File: src/hdl/prxc_pkg.sv
// prxc_pkg: shared constants for the mac-side receive control block
// assumes a 50 MHz system clock; no registers reachable by software
package prxc_pkg;
  // interface modes
  typedef enum logic [1:0] {
    prxc_mode_mii,
    prxc_mode_gmii,
    prxc_mode_rgmii
  } prxc_mode_t;

  // link speeds
  typedef enum logic [1:0] {
    prxc_spd_10,
    prxc_spd_100,
    prxc_spd_1000
  } prxc_speed_t;

  localparam int unsigned clk_mhz = 50;
  // receive / transmit clock rates in kHz (2.5 MHz, 25 MHz, 125 MHz)
  localparam int unsigned rate_10_khz = 2500;
  localparam int unsigned rate_100_khz = 25000;
  localparam int unsigned rate_1000_khz = 125000;
  // half period in system cycles, rounded down, at least one
  localparam int unsigned half_10_cyc =
    (clk_mhz * 1000) / (2 * rate_10_khz);
  localparam int unsigned half_100_cyc =
    ((clk_mhz * 1000) / (2 * rate_100_khz)) > 0 ?
    ((clk_mhz * 1000) / (2 * rate_100_khz)) : 1;
  localparam int unsigned half_1000_cyc = 1;
  localparam int div_w = 4;

  localparam int gpio_n = 2;
  localparam int gpio_sel_w = 4;
  // pin function codes for the two general pins
  localparam logic [3:0] gpio_fn_low = 4'h0;
  localparam logic [3:0] gpio_fn_rx_err = 4'h1;
  localparam logic [3:0] gpio_fn_col = 4'h2;
  localparam logic [3:0] gpio_fn_crs = 4'h3;
  localparam logic [3:0] gpio_fn_rx_dv = 4'h4;
  localparam logic [3:0] gpio_fn_high = 4'h5;
  localparam logic [3:0] gpio_fn_link = 4'h6;
endpackage

File: src/hdl/prxc_rx_ctrl.sv
// prxc_rx_ctrl: mac-facing receive data upper bits and frame control lines
// assumes receive bytes arrive from the phy core on clk; tx pins from mac
//
// Behaviour
// (RULE1) gmii only: drive receive data bits 4..7, changing with receive clock
// (RULE2) mac holds tx enable high while tx data is presented
// (RULE3) rgmii tx control carries enable and error on both tx clock edges
// (RULE4) mii/gmii: receive valid high while 4 or 8 data bits are valid
// (RULE5) rgmii: merge valid and error on one line, both rx clock edges
// (RULE6) receive error high, with receive clock, on detected receive error
// (RULE7) rgmii: separate receive error output unused, held low
// (RULE8) rgmii: collision and carrier sense outputs unused, held low
// (RULE9) half duplex: collision high when transmit and receive overlap
// (RULE10) mac treats collision as asynchronous to all link clocks
// (RULE11) full duplex: collision output held low
// (RULE12) half duplex: carrier sense high on receive or transmit activity
// (RULE13) 10/100 full duplex: carrier sense only while receiving a packet
// (RULE14) mac ignores carrier sense at gigabit full duplex
// (RULE15) two general pins, output function chosen by a select setting
// (RULE16) receive clock 2.5, 25 or 125 MHz per speed; gigabit here runs at 25 MHz
// (RULE17) mac sources continuous 125 MHz transmit clock in gmii/rgmii; the bench mac model drives 6.25 MHz
// (RULE18) mii: device drives continuous 2.5 or 25 MHz transmit clock
// (RULE19) rgmii control: rise carries flag, fall carries flag xor error
`timescale 1ns/1ps
module prxc_rx_ctrl (
  input wire logic clk,
  input wire logic srst,
  input wire prxc_pkg::prxc_mode_t mode,
  input wire prxc_pkg::prxc_speed_t speed,
  input wire logic full_duplex,
  input wire logic [7:0] core_rx_data,
  input wire logic core_rx_valid,
  input wire logic core_rx_error,
  input wire logic link_up,
  input wire logic [7:0] general_pin_function_select,
  input wire logic tx_clk_in,
  input wire logic tx_ctrl_in,
  output logic receive_clock,
  output logic mii_tx_clock,
  output logic receive_data_bit_four,
  output logic receive_data_bit_five,
  output logic receive_data_bit_six,
  output logic receive_data_bit_seven,
  output logic rx_valid_or_ctrl,
  output logic rx_error,
  output logic collision,
  output logic carrier_sense,
  output logic [prxc_pkg::gpio_n-1:0] general_pin,
  output logic tx_active,
  output logic tx_error
);
  ////////////////////////////////////////////////////////////////////////
  // clock generation
  logic [prxc_pkg::div_w-1:0] half_cyc;
  logic rck, rck_rise, rck_fall;

  always_comb begin
    case (speed)
      prxc_pkg::prxc_spd_10:
        half_cyc = prxc_pkg::div_w'(prxc_pkg::half_10_cyc);
      prxc_pkg::prxc_spd_100:
        half_cyc = prxc_pkg::div_w'(prxc_pkg::half_100_cyc);
      default: half_cyc = prxc_pkg::div_w'(prxc_pkg::half_1000_cyc);
    endcase
  end

  // 125 MHz is out of reach at 50 MHz; gigabit falls back to the fastest
  // divider this clock allows, a known limitation of the model
  prxc_clkdiv u_div ( // [RULE16] [RULE18]
    .clk(clk),
    .srst(srst),
    .half_cyc(half_cyc),
    .clk_out(rck),
    .rise(rck_rise),
    .fall(rck_fall)
  );

  ////////////////////////////////////////////////////////////////////////
  // transmit side sampling: two flops before use
  logic [1:0] tck_s_q, tck_s_d;
  // one stage more on control: at a detected edge it holds the pin value
  // from just before that edge, the value the mac set up for that edge
  logic [2:0] tctl_s_q, tctl_s_d;
  logic tck_prev_q, tck_prev_d, tx_en_q, tx_en_d, tx_err_q, tx_err_d;
  logic tx_rise, tx_fall, tx_clk_src;

  // gigabit tx clock is mac-sourced, mii tx clock is ours
  assign tx_clk_src = (mode == prxc_pkg::prxc_mode_mii) ? rck : tx_clk_in;

  always_comb begin
    tck_s_d = {tck_s_q[0], tx_clk_src};
    tctl_s_d = {tctl_s_q[1:0], tx_ctrl_in};
    tck_prev_d = tck_s_q[1];
    tx_rise = tck_s_q[1] & ~tck_prev_q;
    tx_fall = ~tck_s_q[1] & tck_prev_q;
    tx_en_d = tx_en_q;
    tx_err_d = tx_err_q;
    if (mode == prxc_pkg::prxc_mode_rgmii) begin
      if (tx_rise) tx_en_d = tctl_s_q[2]; // [RULE3]
      if (tx_fall) tx_err_d = tctl_s_q[2] ^ tx_en_q; // [RULE3] [RULE19]
    end else if (tx_rise) begin
      tx_en_d = tctl_s_q[2]; // [RULE2]
      tx_err_d = 1'b0;
    end
  end

  always_ff @(posedge clk) begin
    if (srst) begin
      tck_s_q <= 2'h0;
      tctl_s_q <= 3'h0;
      tck_prev_q <= 1'b0;
      tx_en_q <= 1'b0;
      tx_err_q <= 1'b0;
    end else begin
      tck_s_q <= tck_s_d;
      tctl_s_q <= tctl_s_d;
      tck_prev_q <= tck_prev_d;
      tx_en_q <= tx_en_d;
      tx_err_q <= tx_err_d;
    end
  end

  ////////////////////////////////////////////////////////////////////////
  // receive pins
  logic rck_q, rck_d, txck_q, txck_d;
  logic [3:0] hi_q, hi_d;
  logic dv_q, dv_d, er_q, er_d, col_q, col_d, crs_q, crs_d;
  logic [prxc_pkg::gpio_n-1:0] gp_q, gp_d;
  logic is_rgmii;

  assign is_rgmii = (mode == prxc_pkg::prxc_mode_rgmii);

  always_comb begin
    rck_d = rck_rise ? 1'b1 : (rck_fall ? 1'b0 : rck_q);
    txck_d = (mode == prxc_pkg::prxc_mode_mii) ? rck_d : 1'b0; // [RULE18]
    hi_d = hi_q;
    dv_d = dv_q;
    er_d = er_q;
    // outside rgmii, data, valid and error change only with the receive clock's falling edge,
    // so they are stable when the mac samples on the rise
    if (rck_fall) begin
      hi_d = (mode == prxc_pkg::prxc_mode_gmii) ?
        core_rx_data[7:4] : 4'h0; // [RULE1]
      if (is_rgmii) begin
        dv_d = core_rx_valid; // [RULE5] [RULE19]
        er_d = 1'b0; // [RULE7]
      end else begin
        dv_d = core_rx_valid; // [RULE4]
        er_d = core_rx_error; // [RULE6]
      end
    end
    if (rck_rise && is_rgmii) begin
      dv_d = core_rx_valid ^ core_rx_error; // [RULE5] [RULE19]
    end
    // collision and carrier are asynchronous to link clocks; updated on clk
    if (is_rgmii) begin
      col_d = 1'b0; // [RULE8]
      crs_d = 1'b0; // [RULE8]
    end else if (!full_duplex) begin
      col_d = tx_en_q & core_rx_valid; // [RULE9]
      crs_d = tx_en_q | core_rx_valid; // [RULE12]
    end else begin
      col_d = 1'b0; // [RULE11]
      // gigabit full duplex is undefined; receive-only keeps it quiet
      crs_d = core_rx_valid; // [RULE13]
    end
  end

  for (genvar i = 0; i < prxc_pkg::gpio_n; i++) begin : g_gpio
    logic [3:0] sel;
    assign sel = general_pin_function_select[i*4 +: 4];
    always_comb begin
      case (sel) // [RULE15]
        prxc_pkg::gpio_fn_rx_err: gp_d[i] = core_rx_error;
        prxc_pkg::gpio_fn_col: gp_d[i] = col_d;
        prxc_pkg::gpio_fn_crs: gp_d[i] = crs_d;
        prxc_pkg::gpio_fn_rx_dv: gp_d[i] = core_rx_valid;
        prxc_pkg::gpio_fn_high: gp_d[i] = 1'b1;
        prxc_pkg::gpio_fn_link: gp_d[i] = link_up;
        default: gp_d[i] = 1'b0;
      endcase
    end
  end

  always_ff @(posedge clk) begin
    if (srst) begin
      rck_q <= 1'b0;
      txck_q <= 1'b0;
      hi_q <= 4'h0;
      dv_q <= 1'b0;
      er_q <= 1'b0;
      col_q <= 1'b0;
      crs_q <= 1'b0;
      gp_q <= '0;
    end else begin
      rck_q <= rck_d;
      txck_q <= txck_d;
      hi_q <= hi_d;
      dv_q <= dv_d;
      er_q <= er_d;
      col_q <= col_d;
      crs_q <= crs_d;
      gp_q <= gp_d;
    end
  end

  assign receive_clock = rck_q;
  assign mii_tx_clock = txck_q;
  assign receive_data_bit_four = hi_q[0];
  assign receive_data_bit_five = hi_q[1];
  assign receive_data_bit_six = hi_q[2];
  assign receive_data_bit_seven = hi_q[3];
  assign rx_valid_or_ctrl = dv_q;
  assign rx_error = er_q;
  assign collision = col_q;
  assign carrier_sense = crs_q;
  assign general_pin = gp_q;
  assign tx_active = tx_en_q;
  assign tx_error = tx_err_q;
endmodule // prxc_rx_ctrl

File: src/hdl/prxc_clkdiv.sv
// prxc_clkdiv: divides the system clock into a link clock and edge strobes
// assumes half period is given in system cycles and is at least one
`timescale 1ns/1ps
module prxc_clkdiv (
  input wire logic clk,
  input wire logic srst,
  input wire logic [prxc_pkg::div_w-1:0] half_cyc,
  output logic clk_out,
  output logic rise,
  output logic fall
);
  logic [prxc_pkg::div_w-1:0] cnt_q, cnt_d;
  logic lvl_q, lvl_d;
  logic wrap;

  always_comb begin
    wrap = (cnt_q + 4'h1 >= half_cyc);
    cnt_d = wrap ? 4'h0 : cnt_q + 4'h1;
    lvl_d = wrap ? ~lvl_q : lvl_q;
  end

  always_ff @(posedge clk) begin
    if (srst) begin
      cnt_q <= 4'h0;
      lvl_q <= 1'b0;
    end else begin
      cnt_q <= cnt_d;
      lvl_q <= lvl_d;
    end
  end

  // strobes mark the edge the output is about to take
  assign clk_out = lvl_q;
  assign rise = wrap & ~lvl_q;
  assign fall = wrap & lvl_q;
endmodule // prxc_clkdiv

File: config.mk
export PLATFORM = sky130hd
export DESIGN_NAME = prxc_rx_ctrl
export DESIGN_NICKNAME = d
export VERILOG_FILES = /design/src/hdl/prxc_pkg.sv /design/src/hdl/prxc_rx_ctrl.sv /design/src/hdl/prxc_clkdiv.sv
export SDC_FILE = /design/constraint.sdc
export NUM_CORES = 1
export LEC_CHECK = 0
export BUFFER_PORTS_ARGS = -buffer_cell sky130_fd_sc_hd__buf_2
export CORE_MARGIN = 5
export CORE_UTILIZATION = 35
export DETAILED_ROUTE_END_ITERATION = 12
export GPL_ROUTABILITY_DRIVEN = 0
export GPL_TIMING_DRIVEN = 0
export PLACE_DENSITY = 0.68
export SETUP_SLACK_MARGIN = 0.3
export SLEW_MARGIN = 10
export SYNTH_ARGS = -nofsm -noshare
export SYNTH_HDL_FRONTEND = slang
export SYNTH_SLANG_ARGS = --single-unit
File: constraint.sdc
create_clock -name clk -period 3.4 [get_ports clk]
set_clock_uncertainty 0.2 [all_clocks]
set_input_delay 0.51 -clock clk [delete_from_list [all_inputs] [get_ports clk]]
set_output_delay 0.51 -clock clk [all_outputs]
set_load 0.005 [all_outputs]
==> reports/qor.yml, run 1 <==
row_count: 20
cts_tree: "done"
design.die.area_mm2: 0.004363
synth_seq_cells: 25
drt_iter0_drc: 20
drv_slew: 0
clock_sinks: 25
numCtsBuffers: 3
crit_arrival_ps: 2450
path_clk_slew_ps: 130
grt_overflow_total: 0
drt-wirelength-per-cell_um: 12.05
ant_nets: 0
grt_pass1_vias: 981
hp-class: "in -> reg"
post-route-min-period_ps: 2427
coreArea_mm2: 0.003028
drive_gt1_frac: 0.2866
min_period_over_period: 0.7137
post-cts-setup-buffers: 0
clock-root-buffer: "clkbuf_4"
synth.largest_area_cell: "dfxtp_1"
synth_cells: 116
pin_count: 42
portBuffers: 37
critPathSlowestCell: "a2111oi_4"
hold_buffers: 0
ir_drop_mv: 0.1202
die_x_um: 66.06
worstMarginPinSlew_ps: 569.3
antenna_found_initial: 0
ys_types: 34
cts-resized-gates: 0
die_height_um: 66.06
synth_top_area_frac: 0.4551
diodes: 0
tns_ps: 0
cp.required_ps: 3420
worstPathMaxFanout: 8
relSlewSlack: 0.6191
fin_util: 0.4512
htree_levels: 1
via_per_inst: 4.861
dr.pass1.iters: 4
critPathBufInv: 1
max-cap-violations: 0
drc_errors: 0
crit_family: "compound AO/OA/AOI/OAI gates"
status: "finished clean"
place_hpwl_um: 1934
worstSetupStartpointType: "input pin"
p_leak_nw: 0.6157
layout_setup_ws_ps: 973.4
avgSynthCellArea_um2: 9.481
wl_um: 2422
synth_warnings: 0
final_hold_viol_count: 0
pre_cts_ws_ps: 626.2
crit_type: "in -> reg"
areaGrowthSynthToFinish_pct: 24.23
fmax_ghz: 0.4121
netlist_top_cells_count: "dfxtp_1 (25), nand2_1 (13), nor2_1 (12)"
nets: 190
critPathCaptureType: "flip-flop"
synth_ff_type: "dfxtp_1"
start_util: 0.3632
synth-seq-area-share: 0.4551
rsz0062_at_grt: "no"
insertion_delay_ps: 310
synth.area.top_cells: "dfxtp_1 (46%), mux2i_1 (5.5%), nor2b_1 (5.1%)"
grt_usage: 0.1183
crit_chain: "buf_2, or2_2, ha_1, nand2b_1, a2111oi_4, o21ai_2, a2111oi_2"
power.density_mw_per_mm2: 483.5
setup_viol: 0
grt_pass1_wl_um: 4015
clk_path_buf_depth: 2
max_stage_delay_ps: 600
vias: 977
syn_area_mm2: 0.001100
synth-edff-count: 0
yosys.cell_count.top_type: "dfxtp_1"
synth_nets: 148
grt_start_max_net_pins: 14
async_reset_ff_frac: 0
through the flow:
| stage | std cells | hold WS (ps) | total power, mW | cell area [µm²] |
|---|---|---|---|---|
| detailed placement | 197 | 223.9 | 0.5382 | 1340 |
| finish | 201 | 197.2 | 0.6606 | 1366 |
| CTS | 201 | 194.9 | 0.6655 | 1366 |
| global placement | 197 | 219.8 | 0.5292 | 1340 |
| floorplan | 116 | 213.8 | 0.4782 | 1100 |
| global route | 201 | 219.8 | 0.7009 | 1366 |
cells in the final DEF, fill, tap and decap left out, types with 2 or more instances in the layout:
cell	n
clkbuf_4	3
o21ai_0	6
clkbuf_1	2
mux2i_1	6
nor3_1	4
nand2b_1	2
nand2_1	13
dfxtp_1	25
nand3_1	3
xor2_1	2
buf_2	37
nor3b_1	2
a21oi_1	5
nor2b_1	9
ha_1	4
o211a_1	3
nor2_1	12
flip-flops by register name, indices dropped and copies added (netlist names), 2 cells and up:
signal and cells:
tctl_s_q 3, general_pin 2, tck_s_q 2, hi_q 4, u_div.cnt_q 4
layout make-up:
type,count,area [µm²]
fill,304,1662
multi-input combinational,87,584.3
sequential,25,500.5
timing repair buffer,37,185.2
tap,44,55.05
clock buffer,4,26.28
buffer,2,7.507
inverter,2,7.507
power by group:
group / switching, mW / total, mW / internal, mW
sequential: 0.0206 / 0.343 / 0.322
combinational: 0.0984 / 0.188 / 0.0894
clock: 0.0843 / 0.130 / 0.0459
worst paths after layout:
check,from,to,slack (ps),cells past startpoint
worst min-delay path,tx_ctrl_in,tctl_s_q[0],200,2
worst max-delay path,speed[1],mii_tx_clock,970,7
worst max register to register,u_div.cnt_q[0],mii_tx_clock,1060,5
worst min register to register,tck_s_q[0],tck_s_q[1],250,1
logic make-up (layout without fill, tap and decap cells):
logic type,count (synthesis),in the layout,synth area share
xor+xnor,3,3,0.02390
mux,6,6,0.05461
simple gates,49,49,0.2218
buf+inv,4,45,0.01364
flops,25,25,0.4551
compound gates,25,25,0.1855
fa+ha+maj,4,4,0.04551
layer usage:
metal  part of all wire  track usage  vias up  wire [µm]
met1               0.42       0.1207      454       1019
met5                  0            0        -          0
met2               0.50       0.2190       21       1214
met3              0.050      0.02041        5        121
li1                   -            -      497          -
met4              0.028      0.07614        0         67
No activity file was read; power rests on OpenSTA's default activity.
==> inputs of run 2 (changes only) <==
==> constraint.sdc (replaced) <==
create_clock -name clk -period 2.46 [get_ports clk]
set_clock_uncertainty 0.2 [all_clocks]
set_input_delay 0.369 -clock clk [delete_from_list [all_inputs] [get_ports clk]]
set_output_delay 0.369 -clock clk [all_outputs]
set_load 0.005 [all_outputs]
==> reports/qor.yml, run 2 (synthesis results as in run 1) <==
place_hpwl_um: 2027
max-cap-violations: 0
rsz0062_at_grt: "yes"
ant_nets: 0
ir_drop_mv: 0.3633
vias: 1017
grt_pass1_wl_um: 4616
drv_slew: 0
dr.pass1.iters: 4
coreArea_mm2: 0.003028
path_clk_slew_ps: 130
grt_pass1_vias: 1067
grt_overflow_total: 0
final_common_cell: "buf_2"
row_count: 20
grt_usage: 0.1348
final_hold_viol_count: 0
htree_levels: 1
cts_tree: "done"
via_per_inst: 4.961
drt_iter0_drc: 20
hp-class: "in -> reg"
portBuffers: 37
die_x_um: 66.06
status: "finished clean"
antenna_found_initial: 0
post-route-min-period_ps: 2140
fin_util: 0.4942
r2r_end: "mii_tx_clock"
wl_um: 2684
critPathCaptureType: "flip-flop"
areaGrowthSynthToFinish_pct: 36.06
p_leak_nw: 0.6563
cp.required_ps: 2480
fmax_ghz: 0.4674
nets: 194
layout_common_cells: "buf_2 (37), dfxtp_1 (23), nand2_1 (13)"
crit_type: "reg -> reg"
clock_sinks: 25
drc_errors: 0
r2r_start: "u_div.cnt_q[0]"
crit_arrival_ps: 2160
relSlewSlack: 0.6348
drt-wirelength-per-cell_um: 13.09
clk_path_buf_depth: 2
min_period_over_period: 0.8697
start_util: 0.3632
design.die.area_mm2: 0.004363
reg2reg_depth: 7
worstSetupStartpointType: "flip-flop"
clock-root-buffer: "clkbuf_4"
die_height_um: 66.06
pin_count: 42
crit_start: "u_div.cnt_q[0]"
r2r_slack_ps: 320
largest_registers: "hi_q: 4 flops, u_div.cnt_q: 4 flops, tctl_s_q: 3 flops"
numCtsBuffers: 3
worstPathMaxFanout: 4
hold_buffers: 0
drive_gt1_frac: 0.3789
power.density_mw_per_mm2: 695.6
tns_ps: 0
critPathCapture: "mii_tx_clock"
grt_start_max_net_pins: 15
diodes: 0
worstMarginPinSlew_ps: 547.8
setup_viol: 0
insertion_delay_ps: 310
run 2: changes by cell type in the layout (fill, tap and decap cells not counted), moves of 2 or more:
cell / previous run / this run
buf_4: 0 / 4
dfxtp_1: 25 / 23
ha_1: 4 / 0
ha_4: 0 / 3
run 2: routing by layer:
layer / routed length [µm] / track usage
met5: 0 / 0
met4: 35 / 0.04822
met3: 167 / 0.03061
met2: 1430 / 0.2416
met1: 1050 / 0.1554
run 2: per-stage QoR:
step                      instance area [µm²]  hold slack (ps)  setup slack, ps  std cells  power (mW)
after floorplan                          1136            213.8            323.8        116      0.6949
after global placement                   1376            221.6            95.97        197      0.7697
after detailed placement                 1376            230.0            61.94        197      0.7843
after CTS                                1485            48.80            306.2        205       1.037
after global routing                     1496            35.61            208.4        205       1.104
final                                    1496            56.76            320.5        205       1.041
run 2: power breakdown:
| group | internal, mW | leakage, nW | total (mW) | switching [mW] |
|---|---|---|---|---|
| Clock | 0.0607 | 0.0177 | 0.181 | 0.120 |
| Combinational | 0.204 | 0.434 | 0.373 | 0.169 |
| Sequential | 0.449 | 0.205 | 0.487 | 0.0382 |
run 2: worst min-delay path by stage:
stage,startpoint,end,slack (ps),depth (start not counted)
detailed placement,tctl_s_q[0],tctl_s_q[1],230,1
global placement,tctl_s_q[0],tctl_s_q[1],220,1
global route,tx_ctrl_in,tctl_s_q[0],40,2
CTS,tx_ctrl_in,tctl_s_q[0],50,2
floorplan,tck_s_q[0],tck_s_q[1],210,1
finish,tx_ctrl_in,tctl_s_q[0],60,2
run 2: area by class of cell:
cell class | count | area (µm²)
fillers | 297 | 1531
multi-input cells | 87 | 678.2
flip-flops and latches | 25 | 505.5
repair buffers | 41 | 215.2
well taps | 44 | 55.05
clock buffers | 3 | 22.52
plain buffers | 2 | 7.507
inverters | 2 | 7.507
clock inverters | 1 | 5.005
run 2: worst max-delay path, cell delays in order (launching register included):
cell and delay [ps]:
dfxtp_4 390, buf_4 140, ha_4 220, nand2b_4 140, a2111oi_4 360, buf_4 180
o21ai_2 70, a2111oi_4 350
run 2: repair_timing:
action / in CTS / in global routing
setup buffers: 4 / 0
gates resized for setup: 9 / 2
endpoints found under the setup margin: 10 / 6
pin swaps: 4 / 3
==> inputs of run 3 (changes only) <==
==> constraint.sdc (replaced) <==
create_clock -name clk -period 2.35 [get_ports clk]
set_clock_uncertainty 0.2 [all_clocks]
set_input_delay 0.3525 -clock clk [delete_from_list [all_inputs] [get_ports clk]]
set_output_delay 0.3525 -clock clk [all_outputs]
set_load 0.005 [all_outputs]
==> reports/qor.yml, run 3 (synthesis results as in run 1) <==
areaGrowthSynthToFinish_pct: 46.19
drv_slew: 0
wl_um: 2769
diodes: 0
design_area_mm2: 0.001608
final_common_cell: "buf_2"
row_count: 20
hp-class: "in -> reg"
instances_no_fill: 211
place_hpwl_um: 1973
drt_iter0_drc: 23
vias: 1048
min_from: "tx_ctrl_in"
post-route-min-period_ps: 2096
drc_errors: 0
grt_pass1_wl_um: 4857
crit_start: "u_div.cnt_q[0]"
pin_count: 42
worstMarginPinSlew_ps: 537.3
ant_nets: 0
nets: 200
relSlewSlack: 0.6418
die_x_um: 66.06
grt_start_max_net_pins: 16
dpl-instance-area_mm2: 0.001376
place_inst: 197
max-cap-violations: 0
critPathCaptureType: "flip-flop"
clock_sinks: 25
grt_overflow_total: 0
status: "finished clean"
setup_viol: 0
start_util: 0.3632
cts_tree: "done"
rsz0062_at_grt: "yes"
p_leak_nw: 0.6898
dr.pass1.iters: 4
drt-wirelength-per-cell_um: 13.12
path_clk_slew_ps: 140
grt_usage: 0.1420
clk_path_buf_depth: 2
final_hold_viol_count: 0
die_height_um: 66.06
drive_gt1_frac: 0.4251
numCtsBuffers: 3
htree_levels: 1
layout_common_cells: "buf_2 (37), dfxtp_1 (22), nand2_1 (13)"
fillCellCount: 298
ir_drop_mv: 0.3407
insertion_delay_ps: 310
power.density_mw_per_mm2: 748.8
fin_util: 0.5310
cp.required_ps: 2400
crit_type: "reg -> reg"
coreArea_mm2: 0.003028
hold_buffers: 0
grt_pass1_vias: 1129
pre_cts_ws_ps: -23.77
portBuffers: 37
largest_registers: "hi_q: 4 flops, u_div.cnt_q: 4 flops, tctl_s_q: 3 flops"
r2r_start: "u_div.cnt_q[0]"
min_period_over_period: 0.8919
fmax_ghz: 0.4771
clock-root-buffer: "clkbuf_4"
layout_setup_ws_ps: 254.1
worstSetupStartpointType: "flip-flop"
crit_arrival_ps: 2140
design.die.area_mm2: 0.004363
antenna_found_initial: 0
worstPathMaxFanout: 6
via_per_inst: 4.967
-- run 3: changes by cell type in the layout (fill, tap and decap cells not counted), moves of 2 or more --
cell | before | now
buf_4 | 4 | 7
a21oi_1 | 5 | 3
a21oi_2 | 0 | 2
buf_6 | 0 | 3
-- run 3: path summary, 6_finish.rpt --
check	depth (start not counted)	slack (ps)	end
worst max-delay path	7	250	hi_q[3]
worst min-delay path	2	40	tctl_s_q[0]
worst max register to register	7	250	hi_q[3]
worst min register to register	1	260	tctl_s_q[2]
-- run 3: per-stage QoR --
step	setup TNS (ps)	hold slack, ps	total power, mW
2_1_floorplan	0	213.8	0.7274
3_3_place_gp	0	222.1	0.8056
3_5_place_dp	-23.77	228.0	0.8181
4_1_cts	0	41.10	1.147
5_1_grt	0	30.07	1.289
6_report	0	42.94	1.204
-- run 3: per-layer routing --
| layer | wire length [µm] | share of wire | vias to the layer above | GRT usage |
|---|---|---|---|---|
| met1 | 1118 | 0.40 | 502 | 0.1546 |
| met2 | 1490 | 0.54 | 28 | 0.2603 |
| met3 | 140 | 0.051 | 2 | 0.03061 |
| met4 | 20 | 0.0072 | 0 | 0.06345 |
| met5 | 0 | 0 | - | 0 |
| li1 | - | - | 516 | - |
-- run 3: timing repair --
action,in CTS,in global routing
gates resized for setup,14,9
buffers inserted,9,1
pin swaps,9,6
setup endpoints to repair,11,10
-- run 3: layout make-up --
type | instances | area [µm²] | share of cell area
plain buffers | 2 | 7.507 | 0.004669
repair buffers | 47 | 271.5 | 0.1689
inverters | 2 | 7.507 | 0.004669
clock buffers | 3 | 22.52 | 0.01401
well taps | 44 | 55.05 | 0.03424
clock inverters | 1 | 7.507 | 0.004669
multi-input cells | 87 | 729.5 | 0.4537
flip-flops and latches | 25 | 506.7 | 0.3152
-- run 3: critical path, cell delays in order, from the launching register on --
cell       delay, ps
dfxtp_4          410
ha_4             210
ha_4             270
a2111oi_4         60
buf_6            150
buf_4            130
nor3b_4          360
mux2i_1          220
-- run 3: report_power, final --
group,leakage [nW],total [mW],internal (mW),switching (mW)
clock,0.0139,0.188,0.0649,0.123
sequential,0.206,0.514,0.470,0.0443
combinational,0.470,0.501,0.286,0.216
